===== src/shared/mmn_pkg.sv =====
// constants and types for the move, multiply, negate and pop execute block
package mmn_pkg;
	localparam logic [6:0] OPC_STORE = 7'h37;
	localparam logic [6:0] OPC_NEGATE = 7'h36;
	localparam logic [6:0] OPC_MULF = 7'h01;
	localparam logic [7:0] OPC_MULL = 8'h0D;
	localparam logic [15:0] OPC_POP = 16'h0006;
	localparam logic [3:0] OPC_NOP_HI = 4'hF;
	localparam logic [7:0] INDEXED_LIMIT = 8'h5F;
	localparam logic [3:0] ACCESS_BANK = 4'h0;
	localparam logic [7:0] ACCESS_SPLIT = 8'h60;
	localparam logic [3:0] ACCESS_HI_BANK = 4'hF;
	localparam int FLAG_C = 0;
	localparam int FLAG_DC = 1;
	localparam int FLAG_Z = 2;
	localparam int FLAG_OV = 3;
	localparam int FLAG_N = 4;
	localparam logic [7:0] PROD_RESET = 8'h00;

	typedef enum logic [1:0] {
		MMN_Q1 = 2'b00,
		MMN_Q2 = 2'b01,
		MMN_Q3 = 2'b10,
		MMN_Q4 = 2'b11
	} mmn_phase_t;

	typedef enum logic [2:0] {
		MMN_OP_NONE = 3'b000,
		MMN_OP_STORE = 3'b001,
		MMN_OP_MULL = 3'b010,
		MMN_OP_MULF = 3'b011,
		MMN_OP_NEG = 3'b100,
		MMN_OP_POP = 3'b101
	} mmn_op_t;
endpackage : mmn_pkg


===== src/shared/mmn_dec_if.sv =====
// decode results passed from decoder to executor
`timescale 1ns/1ps
`default_nettype none
interface mmn_dec_if;
	mmn_pkg::mmn_op_t op;
	logic [7:0] literal;
	logic [11:0] addr;
	logic indexed;
	modport dec (output op, output literal, output addr, output indexed);
	modport exe (input op, input literal, input addr, input indexed);
endinterface : mmn_dec_if
`default_nettype wire


===== src/rtl/mmn_decode.sv =====
// combinational opcode decoder and file address former
`timescale 1ns/1ps
`default_nettype none
module mmn_decode (
	// instruction and banking
	input wire logic [15:0] insn_in,
	input wire logic [3:0] bank_sel_in,
	input wire logic ext_set_in,
	// decoded result
	mmn_dec_if.dec dec
);
	always_comb begin
		dec.op = mmn_pkg::MMN_OP_NONE;
		dec.literal = insn_in[7:0];
		if (insn_in == 16'h0000 || insn_in[15:12] == mmn_pkg::OPC_NOP_HI) begin
			dec.op = mmn_pkg::MMN_OP_NONE;
		end else if (insn_in == mmn_pkg::OPC_POP) begin
			dec.op = mmn_pkg::MMN_OP_POP;
		end else if (insn_in[15:9] == mmn_pkg::OPC_STORE) begin
			dec.op = mmn_pkg::MMN_OP_STORE;
		end else if (insn_in[15:9] == mmn_pkg::OPC_NEGATE) begin
			dec.op = mmn_pkg::MMN_OP_NEG;
		end else if (insn_in[15:8] == mmn_pkg::OPC_MULL) begin
			dec.op = mmn_pkg::MMN_OP_MULL;
		end else if (insn_in[15:9] == mmn_pkg::OPC_MULF) begin
			dec.op = mmn_pkg::MMN_OP_MULF;
		end
	end

	assign dec.indexed = ext_set_in && !insn_in[8]
		&& insn_in[7:0] <= mmn_pkg::INDEXED_LIMIT;

	always_comb begin
		if (insn_in[8]) begin
			dec.addr = {bank_sel_in, insn_in[7:0]};
		end else if (insn_in[7:0] < mmn_pkg::ACCESS_SPLIT) begin
			dec.addr = {mmn_pkg::ACCESS_BANK, insn_in[7:0]};
		end else begin
			dec.addr = {mmn_pkg::ACCESS_HI_BANK, insn_in[7:0]};
		end
	end
endmodule : mmn_decode
`default_nettype wire


===== src/rtl/mmn_exec.sv =====
// four-phase execute unit for store, multiply, negate and pop
`timescale 1ns/1ps
`default_nettype none
module mmn_exec (
	// clock and reset
	input wire logic clk_in,
	input wire logic rst_in,
	// instruction stream
	input wire logic [15:0] insn_in,
	input wire logic insn_valid_in,
	// core state
	input wire logic [7:0] work_in,
	input wire logic [3:0] bank_sel_in,
	input wire logic ext_set_in,
	input wire logic [4:0] status_in,
	// file read
	output logic [11:0] rd_addr_out,
	output logic rd_indexed_out,
	output logic rd_en_out,
	input wire logic [7:0] rd_data_in,
	// file write
	output logic [11:0] wr_addr_out,
	output logic wr_indexed_out,
	output logic [7:0] wr_data_out,
	output logic wr_en_out,
	// status write
	output logic [4:0] status_out,
	output logic status_we_out,
	// product and stack
	output logic [7:0] product_high_register_out,
	output logic [7:0] product_low_register_out,
	output logic stack_pop_out,
	// phase
	output logic [1:0] phase_out,
	output logic busy_out
);
	mmn_dec_if dif ();
	mmn_pkg::mmn_phase_t phase_ff;
	mmn_pkg::mmn_op_t op_ff;
	logic [7:0] lit_ff;
	logic [11:0] addr_ff;
	logic idx_ff;
	logic active_ff;
	logic [7:0] opnd_ff;
	logic [15:0] res_ff;
	logic [4:0] flags_ff;
	logic [7:0] prod_hi_ff;
	logic [7:0] prod_lo_ff;
	logic [7:0] neg_val;
	logic [4:0] nxt_flags;

	mmn_decode u_dec (
		.insn_in(insn_in),
		.bank_sel_in(bank_sel_in),
		.ext_set_in(ext_set_in),
		.dec(dif)
	);

	always_ff @(posedge clk_in) begin
		if (rst_in) begin
			phase_ff <= mmn_pkg::MMN_Q1;
			active_ff <= 1'b0;
		end else begin
			case (phase_ff)
				mmn_pkg::MMN_Q1: begin
					phase_ff <= mmn_pkg::MMN_Q2;
					active_ff <= insn_valid_in;
				end
				mmn_pkg::MMN_Q2: phase_ff <= mmn_pkg::MMN_Q3;
				mmn_pkg::MMN_Q3: phase_ff <= mmn_pkg::MMN_Q4;
				mmn_pkg::MMN_Q4: begin
					phase_ff <= mmn_pkg::MMN_Q1;
					active_ff <= 1'b0;
				end
				default: phase_ff <= mmn_pkg::MMN_Q1;
			endcase
		end
	end

	// decoded instruction captured in the decode phase
	always_ff @(posedge clk_in) begin
		if (rst_in) begin
			op_ff <= mmn_pkg::MMN_OP_NONE;
			lit_ff <= 8'h00;
			addr_ff <= 12'h000;
			idx_ff <= 1'b0;
		end else if (phase_ff == mmn_pkg::MMN_Q1) begin
			op_ff <= insn_valid_in ? dif.op : mmn_pkg::MMN_OP_NONE;
			lit_ff <= dif.literal;
			addr_ff <= dif.addr;
			idx_ff <= dif.indexed;
		end
	end

	// operand read phase
	always_ff @(posedge clk_in) begin
		if (rst_in) begin
			opnd_ff <= 8'h00;
		end else if (phase_ff == mmn_pkg::MMN_Q2) begin
			case (op_ff)
				mmn_pkg::MMN_OP_MULL: opnd_ff <= lit_ff;
				mmn_pkg::MMN_OP_STORE: opnd_ff <= work_in;
				default: opnd_ff <= rd_data_in;
			endcase
		end
	end

	assign neg_val = 8'(~opnd_ff + 8'h01);

	always_comb begin
		nxt_flags = status_in;
		nxt_flags[mmn_pkg::FLAG_N] = neg_val[7];
		nxt_flags[mmn_pkg::FLAG_Z] = (neg_val == 8'h00);
		nxt_flags[mmn_pkg::FLAG_C] = (opnd_ff == 8'h00);
		nxt_flags[mmn_pkg::FLAG_DC] = (opnd_ff[3:0] == 4'h0);
		nxt_flags[mmn_pkg::FLAG_OV] = (opnd_ff == 8'h80);
	end

	// process phase
	always_ff @(posedge clk_in) begin
		if (rst_in) begin
			res_ff <= 16'h0000;
			flags_ff <= 5'h00;
		end else if (phase_ff == mmn_pkg::MMN_Q3) begin
			case (op_ff)
				mmn_pkg::MMN_OP_MULL, mmn_pkg::MMN_OP_MULF:
					res_ff <= 16'(work_in) * 16'(opnd_ff);
				mmn_pkg::MMN_OP_NEG: begin
					res_ff <= {8'h00, neg_val};
					flags_ff <= nxt_flags;
				end
				default: res_ff <= {8'h00, opnd_ff};
			endcase
		end
	end

	always_ff @(posedge clk_in) begin
		if (rst_in) begin
			prod_hi_ff <= mmn_pkg::PROD_RESET;
			prod_lo_ff <= mmn_pkg::PROD_RESET;
		end else if (phase_ff == mmn_pkg::MMN_Q4 && active_ff
			&& (op_ff == mmn_pkg::MMN_OP_MULL
			|| op_ff == mmn_pkg::MMN_OP_MULF)) begin
			prod_hi_ff <= res_ff[15:8];
			prod_lo_ff <= res_ff[7:0];
		end
	end

	assign product_high_register_out = prod_hi_ff;
	assign product_low_register_out = prod_lo_ff;

	// file multiply reads but never writes
	assign rd_en_out = active_ff && phase_ff == mmn_pkg::MMN_Q2
		&& (op_ff == mmn_pkg::MMN_OP_MULF || op_ff == mmn_pkg::MMN_OP_NEG);
	assign rd_addr_out = addr_ff;
	assign rd_indexed_out = idx_ff;

	assign wr_en_out = active_ff && phase_ff == mmn_pkg::MMN_Q4
		&& (op_ff == mmn_pkg::MMN_OP_STORE || op_ff == mmn_pkg::MMN_OP_NEG);
	assign wr_addr_out = addr_ff;
	assign wr_indexed_out = idx_ff;
	assign wr_data_out = res_ff[7:0];

	assign status_we_out = active_ff && phase_ff == mmn_pkg::MMN_Q4
		&& op_ff == mmn_pkg::MMN_OP_NEG;
	assign status_out = flags_ff;

	assign stack_pop_out = active_ff && phase_ff == mmn_pkg::MMN_Q3
		&& op_ff == mmn_pkg::MMN_OP_POP;

	assign phase_out = phase_ff;
	assign busy_out = active_ff;
endmodule : mmn_exec
`default_nettype wire


===== config.mk =====
export PLATFORM = sky130hd
export DESIGN_NAME = mmn_exec
export DESIGN_NICKNAME = d
export VERILOG_FILES = /design/src/shared/mmn_pkg.sv /design/src/shared/mmn_dec_if.sv /design/src/rtl/mmn_decode.sv /design/src/rtl/mmn_exec.sv
export SDC_FILE = /design/constraint.sdc
export NUM_CORES = 1
export LEC_CHECK = 0
export ABC_AREA = 1
export BUFFER_PORTS_ARGS = -buffer_cell sky130_fd_sc_hd__buf_2
export CORE_MARGIN = 2
export CORE_UTILIZATION = 30
export DETAILED_ROUTE_END_ITERATION = 6
export PLACE_DENSITY = 0.49
export SLEW_MARGIN = 15
export SYNTH_ARGS = -nofsm -noshare
export SYNTH_HDL_FRONTEND = slang
export SYNTH_SLANG_ARGS = --single-unit

===== constraint.sdc =====
create_clock -name clk_in -period 5.4 [get_ports clk_in]
set_input_delay 0.81 -clock clk_in [delete_from_list [all_inputs] [get_ports clk_in]]
set_output_delay 0.81 -clock clk_in [all_outputs]
set_load 0.1 [all_outputs]

==> results of run 1 <==
-- cells by family after synthesis --
group                      count (synthesis)  synth area share
adders and majority gates                 78             0.225
DFF                                       64             0.232
AOI/OAI and AO/OA                        116             0.116
buffers and inverters                    225             0.174
xor gates and xnor gates                   1           0.00158
and+or+nand+nor                          322             0.251
-- cells in the final DEF (no fill, tap or decap), drive strengths merged, types with 2 or more instances in the layout --
cell / n
a21oi: 47
buf: 105
nand3: 41
a221oi: 4
inv: 172
a31oi: 6
nand4: 17
o21ai: 52
o211ai: 3
nand2: 179
nand3b: 3
or2: 3
ha: 42
clkinv: 2
nor3: 5
fa: 36
dfxtp: 64
nor2: 74
clkbuf: 12
bufinv: 2
-- power breakdown --
| part | internal (mW) | switching [mW] |
|---|---|---|
| Combinational | 0.438 | 1.21 |
| Clock | 0.430 | 0.216 |
| Sequential | 0.534 | 0.0907 |
| Total | 1.40 | 1.52 |
-- worst min path at each step --
stage | startpoint | endpoint | slack, ns | cells after the start
after floorplan | res_ff[3]$_SDFFE_PP0P_ | product_low_register_out[3]$_SDFFE_PP0P_ | 0.44 | 2
after global placement | res_ff[8]$_SDFFE_PP0P_ | res_ff[8]$_SDFFE_PP0P_ | 0.46 | 2
after detailed placement | res_ff[14]$_SDFFE_PP0P_ | res_ff[14]$_SDFFE_PP0P_ | 0.46 | 2
after CTS | res_ff[14]$_SDFFE_PP0P_ | res_ff[14]$_SDFFE_PP0P_ | 0.47 | 2
after global routing | res_ff[14]$_SDFFE_PP0P_ | res_ff[14]$_SDFFE_PP0P_ | 0.49 | 2
final | res_ff[14]$_SDFFE_PP0P_ | res_ff[14]$_SDFFE_PP0P_ | 0.46 | 2
-- critical path: stages --
cell     delay [ns]
buf_2          0.23
nand2_1        0.12
fa_1           0.54
fa_1           0.55
inv_1          0.05
fa_1           0.53
inv_1          0.05
fa_1           0.52
inv_1          0.04
ha_1           0.34
nand2_1        0.16
inv_1          0.05
nand2_1        0.06
nand2_1        0.08
nand2_1        0.08
nand3_1        0.06
nand2_1        0.06
nand3_1        0.10
a21oi_1        0.13
-- flip-flops by register name, summed over array words and instances, names as in the netlist --
| name | count |
|---|---|
| op_ff | 3 |
| busy_out | 1 |
| rd_indexed_out | 1 |
| res_ff | 16 |
| opnd_ff | 8 |
| product_low_register_out | 8 |
| status_out | 5 |
| lit_ff | 7 |
| product_high_register_out | 8 |
| phase_out | 2 |
| rd_addr_out | 5 |
-- metal layers --
layer / GRT usage / part of all wire / up-vias
met5: 0 / 0 / -
met4: 0.0353 / 0.013 / 0
met3: 0.0392 / 0.060 / 18
met2: 0.256 / 0.45 / 115
met1: 0.205 / 0.48 / 2240
li1: - / - / 2614
-- layout make-up --
class	count	area, um2
multi-input combinational	517	3280
fill	1982	11600
clock inverter	4	76.3
sequential	64	1280
tap	229	287
inverter	173	657
clock buffer	12	256
timing repair buffer	105	536
==> results_dict.tcl, run 1 <==
set metrics [dict create \
    die-area_um2 19500 \
    area_delta_synth_final_pct 15.3 \
    fin_setup_tns_ns 0 \
    finalCritPeriodShare 0.798 \
    cp.arrival_ns 4.57 \
    h-tree-depth 3 \
    critical_path.startpoint "work_in[0]" \
    finalMaxSlewViolations 0 \
    grt_pass1_vias 4904 \
    drc 0 \
    synth_edf_count 0 \
    wl_per_cell_um 13.1 \
    ctsHoldBuffers 0 \
    die_y_um 140 \
    synth_area_um2 5530 \
    grt_use_total 0.155 \
    critPathMaxFanout 9 \
    cts_buffers 9 \
    synth.most_common_cell "nand2_1" \
    fin_nets 993 \
    p_total_mw 2.92 \
    synthDistinctLibCells 36 \
    avgSynthCellArea_um2 6.86 \
    path_class "input port to flip-flop" \
    place.gp.congestion 0.826 \
    routed_wl_um 14500 \
    start_util 0.307 \
    clock_skew_ns 0.00955 \
    fmax_mhz 232 \
    worstSetupEndpoint "res_ff[13]$_SDFFE_PP0P_" \
    reg2reg_slack_ns 1.16 \
    vias 4987 \
    cts_resized 0 \
    clk_path_buf_depth 2 \
    clockRootBuffer "clkbuf_16" \
    via_per_inst 4.52 \
    rows 49 \
    fin_util 0.354 \
    overflow 0 \
    end_kind "flip-flop" \
    power.density_nw_per_um2 458 \
    dpl_cell_area_um2 6040 \
    crit_required_ns 5.66 \
    cts_setup_buffers 0 \
    final_area_um2 6380 \
    drt-initial-drc-count 201 \
    ys_seq_area_frac 0.232 \
    antenna_cells 0 \
    core_area_um2 18000 \
    placedCellCount 1088 \
    synth_seq_cells 64 \
    grt_max_degree 46 \
    reg2reg_to "res_ff[13]$_SDFFE_PP0P_" \
    io_pins 107 \
    maxSlewHeadroom 0.517 \
    synth_area_leader_cell "dfxtp_1" \
    grt_antenna_before_repair 0 \
    ant_nets 0 \
    drive_above_1_share 0.163 \
    finalHoldViolations 0 \
    finalSetupViolCount 0 \
    reg2reg_depth 18 \
    max_cap_viol_count 0 \
    period_needed_ns 4.31 \
    cts_num_sinks 64 \
    synth_top_area_frac 0.232 \
    timing.hold.ws_ns 0.464 \
    die_x_um 140 \
    clkTransAtPathRegs_ns 0.05 \
    power_leakage_nw 3.67 \
    setup_slack_ns 1.09 \
    synth_cells 806 \
    worstReg2RegStart "opnd_ff[4]$_SDFFE_PP0N_" \
    status "finished clean" \
    netlist_top_cells_area "dfxtp_1 23%, fa_1 13%, nand2_1 12%" \
    io_buffers 101 \
    drt_first_pass_iters 4 \
    rsz0062_at_grt "no" \
    vdd_drop_max_mv 0.317 \
    tightest_slew_ns 0.725 \
    grt_first_pass_wirelength_um 24800 \
    synth_warnings 0 \
    pre_cts_ws_ns 0.713 \
    critPathLaunchType "input port" \
    hold_path_class "flip-flop to flip-flop" \
    syn-num-nets 929 \
    cts_tree "yes" \
    hpwl_um 11500 \
    synth-main-ff-cell "dfxtp_1" \
    stdcell_count 1104 \
    synth_common_cells "177 x nand2_1, 164 x inv_1, 68 x nor2_1" \
    clk-insertion-delay-late_ns 0.34 \
    synthArstFlopShare 0 \
]
Power figures use the tool's default switching activity.
==> run 2, diff against run 1 <==
clock period = 4 ns   (was 5.4 ns; I/O delays follow)
==> run 2 against run 1 <==
Net effect: final cell count up 3.1%; clock skew down 0.00052 ns; die area unchanged; sequential share of layout area down 1.1 points; clock power up 19%; non-clock buffer count up 35; worst hold slack about the same; total power up 48%.
==> results_dict.tcl, run 2 (synthesis gave the netlist of run 1 again) <==
set metrics [dict create \
    vias 5135 \
    clockRootBuffer "clkbuf_16" \
    ctsHoldBuffers 0 \
    rsz0062_at_grt "yes" \
    stdcell_count 1138 \
    critPathMaxStageDelay_ns 0.55 \
    hpwl_um 11800 \
    grt_first_pass_wirelength_um 24600 \
    start_util 0.307 \
    hold_path_class "flip-flop to flip-flop" \
    max_cap_viol_count 0 \
    clk-insertion-delay-late_ns 0.34 \
    critPathLaunchType "input port" \
    cts_num_sinks 64 \
    via_per_inst 4.51 \
    io_buffers 101 \
    fin_nets 1028 \
    timing.hold.ws_ns 0.464 \
    final_cell_mix "164 x nand2_1, 162 x inv_1, 99 x buf_2" \
    tightest_slew_ns 0.716 \
    overflow 0 \
    routed_wl_um 14700 \
    die_y_um 140 \
    rows 49 \
    core_area_um2 18000 \
    die-area_um2 19500 \
    critPathMaxFanout 5 \
    h-tree-depth 3 \
    vdd_drop_max_mv 0.491 \
    power_leakage_nw 3.85 \
    ant_nets 0 \
    power.density_nw_per_um2 635 \
    cts_buffers 9 \
    seq_area_um2 1300 \
    drc 0 \
    drt-initial-drc-count 335 \
    io_pins 107 \
    largest_register_ffs 16 \
    fin_util 0.379 \
    clock_skew_ns 0.00903 \
    wl_per_cell_um 12.9 \
    place.gp.congestion 0.845 \
    path_class "input port to flip-flop" \
    grt_antenna_before_repair 0 \
    cp.arrival_ns 4.04 \
    drive_above_1_share 0.243 \
    period_needed_ns 3.83 \
    drt_first_pass_iters 5 \
    finalSetupViolCount 0 \
    layout_commonest_cell "nand2_1" \
    fin_setup_tns_ns 0 \
    cts_resized 0 \
    fillerInstances 1957 \
    crit_required_ns 4.21 \
    critPathSlowestCell "fa_1" \
    cts_tree "yes" \
    fmax_mhz 261 \
    end_kind "flip-flop" \
    status "finished clean" \
    finalCritPeriodShare 0.957 \
    grt_pass1_vias 5024 \
    antenna_cells 0 \
    largest_register "res_ff" \
    clkTransAtPathRegs_ns 0.05 \
    area_delta_synth_final_pct 23.5 \
    crit_chain "buf_2 -> nand2_1 -> fa_1 -> fa_1 -> inv_1 -> fa_1 -> inv_1 -> fa_1 -> inv_1 -> ha_4 -> nand2_2 -> inv_1 -> nand2_1 -> nand2_1 -> or2_2 -> nand3_1 -> a21oi_1" \
    maxSlewHeadroom 0.522 \
    placedCellCount 1123 \
    finalHoldViolations 0 \
    finalMaxSlewViolations 0 \
    grt_max_degree 26 \
    cts_setup_buffers 0 \
    multi_input_area_um2 3490 \
    p_total_mw 4.33 \
    die_x_um 140 \
    grt_use_total 0.156 \
    clk_path_buf_depth 2 \
]
[run 2: changes by cell type in the layout (fill, tap and decap cells not counted), sizes merged]
cell      change
clkinv        +2
clkinvlp      -1
bufinv        -1
clkbuf        +1
buf          +33
[run 2: worst paths after layout]
path | end | slack [ns] | startpoint | cells after the start
worst max-delay path | res_ff[8]$_SDFFE_PP0P_ | 0.17 | work_in[1] | 17
worst max register to register | res_ff[13]$_SDFFE_PP0P_ | 0.18 | opnd_ff[5]$_SDFFE_PP0N_ | 17
worst min-delay path | res_ff[11]$_SDFFE_PP0P_ | 0.46 | res_ff[11]$_SDFFE_PP0P_ | 2
worst min register to register | res_ff[11]$_SDFFE_PP0P_ | 0.46 | res_ff[11]$_SDFFE_PP0P_ | 2
[run 2: through the flow]
step | cell area, um2 | setup slack (ns)
floorplan | 5610 | 0.00232
global placement | 6350 | -0.263
detailed placement | 6350 | -0.267
CTS | 6640 | 0.00568
global route | 6830 | -0.00771
finish | 6830 | 0.172
[run 2: critical path: cells and delay by family]
family | cells | cell delay [ns]
compound gates | 1 | 0.06
fa+ha+maj | 5 | 2.38
buf+inv | 5 | 0.36
simple gates | 6 | 0.63
[run 2: layer usage]
layer  vias up  part of all wire  wire length [um]  GRT usage
met3        17             0.050               736     0.0396
met2       120              0.47              6840      0.258
li1       2678                 -                 -          -
met5         -                 0                 0          0
met4         0             0.015               222     0.0489
met1      2320              0.47              6900      0.199
[run 2: final cells by class]
class                   instances  area share
clock buffers                  11      0.0356
clock inverters                 4     0.00660
inverters                     173      0.0962
multi-input cells             517       0.511
flip-flops and latches         64       0.190
well taps                     229      0.0420
repair buffers                140       0.119
[run 2: power breakdown]
part           internal, mW  total [mW]  leakage [nW]  switching [mW]
combinational         0.882        2.73          3.18            1.85
clock                 0.492       0.770         0.145           0.278
sequential            0.729       0.832         0.525           0.103
==> run 3, diff against run 2 <==
ABC_CLOCK_PERIOD_IN_PS = 4000   (was unset)
CELL_PAD_IN_SITES_DETAIL_PLACEMENT = 0   (was unset)
CELL_PAD_IN_SITES_GLOBAL_PLACEMENT = 1   (was unset)
PLACE_DENSITY = 0.64   (was 0.49)
==> run 3 against run 2 <==
Net effect: via count fell by 2.6%; count of clock-buffer cells in the layout did not move; clock skew fell by 0.0027 ns; largest power group unchanged; register-to-register slack improved by 0.03 ns; critical endpoint is now res_ff[14]$_SDFFE_PP0P_; design area rose by 0.31%; non-clock buffer count fell by 3.
==> results_dict.tcl, run 3 (synthesis gave the netlist of run 1 again) <==
set metrics [dict create \
    status "finished clean" \
    tightest_slew_ns 0.732 \
    grt_use_total 0.159 \
    power_frac_seq 0.186 \
    power_leakage_nw 3.85 \
    via_per_inst 4.40 \
    io_buffers 101 \
    stdcell_count 1136 \
    ctsHoldBuffers 0 \
    cts_resized 0 \
    fmax_mhz 259 \
    clk-insertion-delay-late_ns 0.34 \
    clkTransAtPathRegs_ns 0.05 \
    largest_register "res_ff" \
    layout_commonest_cell "nand2_1" \
    finalHoldViolations 0 \
    finalCritPeriodShare 0.964 \
    grt_pass1_vias 5144 \
    reg2reg_slack_ns 0.21 \
    power.density_nw_per_um2 649 \
    period_needed_ns 3.86 \
    drt-initial-drc-count 224 \
    maxSlewHeadroom 0.512 \
    finalSetupViolCount 0 \
    core_area_um2 18000 \
    path_class "input port to flip-flop" \
    io_pins 107 \
    worstSetupEndpoint "res_ff[14]$_SDFFE_PP0P_" \
    cts_tree "yes" \
    largest_register_ffs 16 \
    switching_share 0.492 \
    fin_setup_tns_ns 0 \
    die_x_um 140 \
    final_cell_mix "163 x nand2_1, 162 x inv_1, 99 x buf_2" \
    grt_max_degree 26 \
    start_util 0.307 \
    rows 49 \
    cp.arrival_ns 4.06 \
    grt_antenna_before_repair 0 \
    drt_first_pass_iters 4 \
    cts_buffers 9 \
    routed_wl_um 15100 \
    combPwrFrac 0.594 \
    overflow 0 \
    hold_path_class "flip-flop to flip-flop" \
    p_int_mw 2.26 \
    fin_util 0.380 \
    p_total_mw 4.44 \
    p_sw_mw 2.19 \
    dpl_cell_area_um2 6340 \
    critical_path.startpoint "work_in[4]" \
    power.share.clock 0.220 \
    critPathMaxFanout 4 \
    reg2reg_depth 19 \
    h-tree-depth 3 \
    timing.hold.ws_ns 0.466 \
    rsz0062_at_grt "yes" \
    crit_required_ns 4.20 \
    cts_num_sinks 64 \
    clk_path_buf_depth 2 \
    drc 0 \
    die_y_um 140 \
    hpwl_um 12300 \
    placedCellCount 1120 \
    vdd_drop_max_mv 0.455 \
    die-area_um2 19500 \
    antenna_cells 0 \
    cts_setup_buffers 0 \
    drive_above_1_share 0.241 \
    end_kind "flip-flop" \
    wl_per_cell_um 13.3 \
    reg2reg_to "res_ff[14]$_SDFFE_PP0P_" \
    hold_depth 2 \
    critPathLaunchType "input port" \
    vias 5000 \
    clockRootBuffer "clkbuf_16" \
    clock_skew_ns 0.00635 \
    final_area_um2 6850 \
    grt_first_pass_wirelength_um 25400 \
    finalMaxSlewViolations 0 \
    pre_cts_ws_ns -0.308 \
    max_cap_viol_count 0 \
    area_delta_synth_final_pct 23.9 \
    setup_slack_ns 0.145 \
    worstReg2RegStart "opnd_ff[6]$_SDFFE_PP0N_" \
    place.gp.congestion 0.826 \
    fin_nets 1025 \
    ant_nets 0 \
]
-- run 3: cell types whose count changed in the layout (fill, tap and decap cells not counted), moves of 2 or more --
cell / change
nor2_4: -2
nor2_2: +3
buf_4: -3
nand2_4: -4
bufinv_16: +3
nand2_2: +5
clkinv_2: -3
-- run 3: worst max-delay path: stages --
cell	delay, ns
buf_2	0.11
buf_4	0.14
nand2_1	0.06
inv_1	0.05
fa_1	0.54
fa_1	0.44
fa_1	0.54
inv_1	0.07
fa_1	0.53
inv_1	0.06
ha_4	0.30
nand2_2	0.08
inv_1	0.07
nand2_2	0.07
nand2_1	0.07
nand2_1	0.06
nand3_1	0.08
nand2_1	0.06
nand3_2	0.07
a21oi_2	0.05
-- run 3: layout make-up --
type	instances	area (um2)
Clock inverter	5	128
Sequential cell	64	1300
Fill cell	2000	11200
Tap cell	229	287
Timing Repair Buffer	137	797
Multi-Input combinational cell	517	3440
Clock buffer	11	243
Inverter	173	657
-- run 3: worst min path at each step --
stage | end | slack (ns) | startpoint
after floorplan | product_low_register_out[3]$_SDFFE_PP0P_ | 0.44 | res_ff[3]$_SDFFE_PP0P_
after global placement | res_ff[10]$_SDFFE_PP0P_ | 0.46 | res_ff[10]$_SDFFE_PP0P_
after detailed placement | res_ff[8]$_SDFFE_PP0P_ | 0.46 | res_ff[8]$_SDFFE_PP0P_
after CTS | res_ff[8]$_SDFFE_PP0P_ | 0.47 | res_ff[8]$_SDFFE_PP0P_
after global routing | res_ff[9]$_SDFFE_PP0P_ | 0.48 | res_ff[9]$_SDFFE_PP0P_
final | res_ff[9]$_SDFFE_PP0P_ | 0.47 | res_ff[9]$_SDFFE_PP0P_
-- run 3: power groups by stage --
stage	sequential, mW	combinational [mW]	clock, mW
after floorplan	1.11	1.68	0
after global placement	0.837	2.54	0
after detailed placement	0.838	2.56	0
after CTS	0.824	2.56	0.997
after global routing	0.844	2.94	1.03
final	0.827	2.64	0.977
-- run 3: per-layer routing --
layer | vias to the layer above | global-route usage | wire length [um]
met5 | - | 0 | 0
met4 | 0 | 0.0268 | 74
met3 | 8 | 0.0330 | 715
met2 | 99 | 0.274 | 7100
met1 | 2221 | 0.209 | 7230
li1 | 2672 | - | -
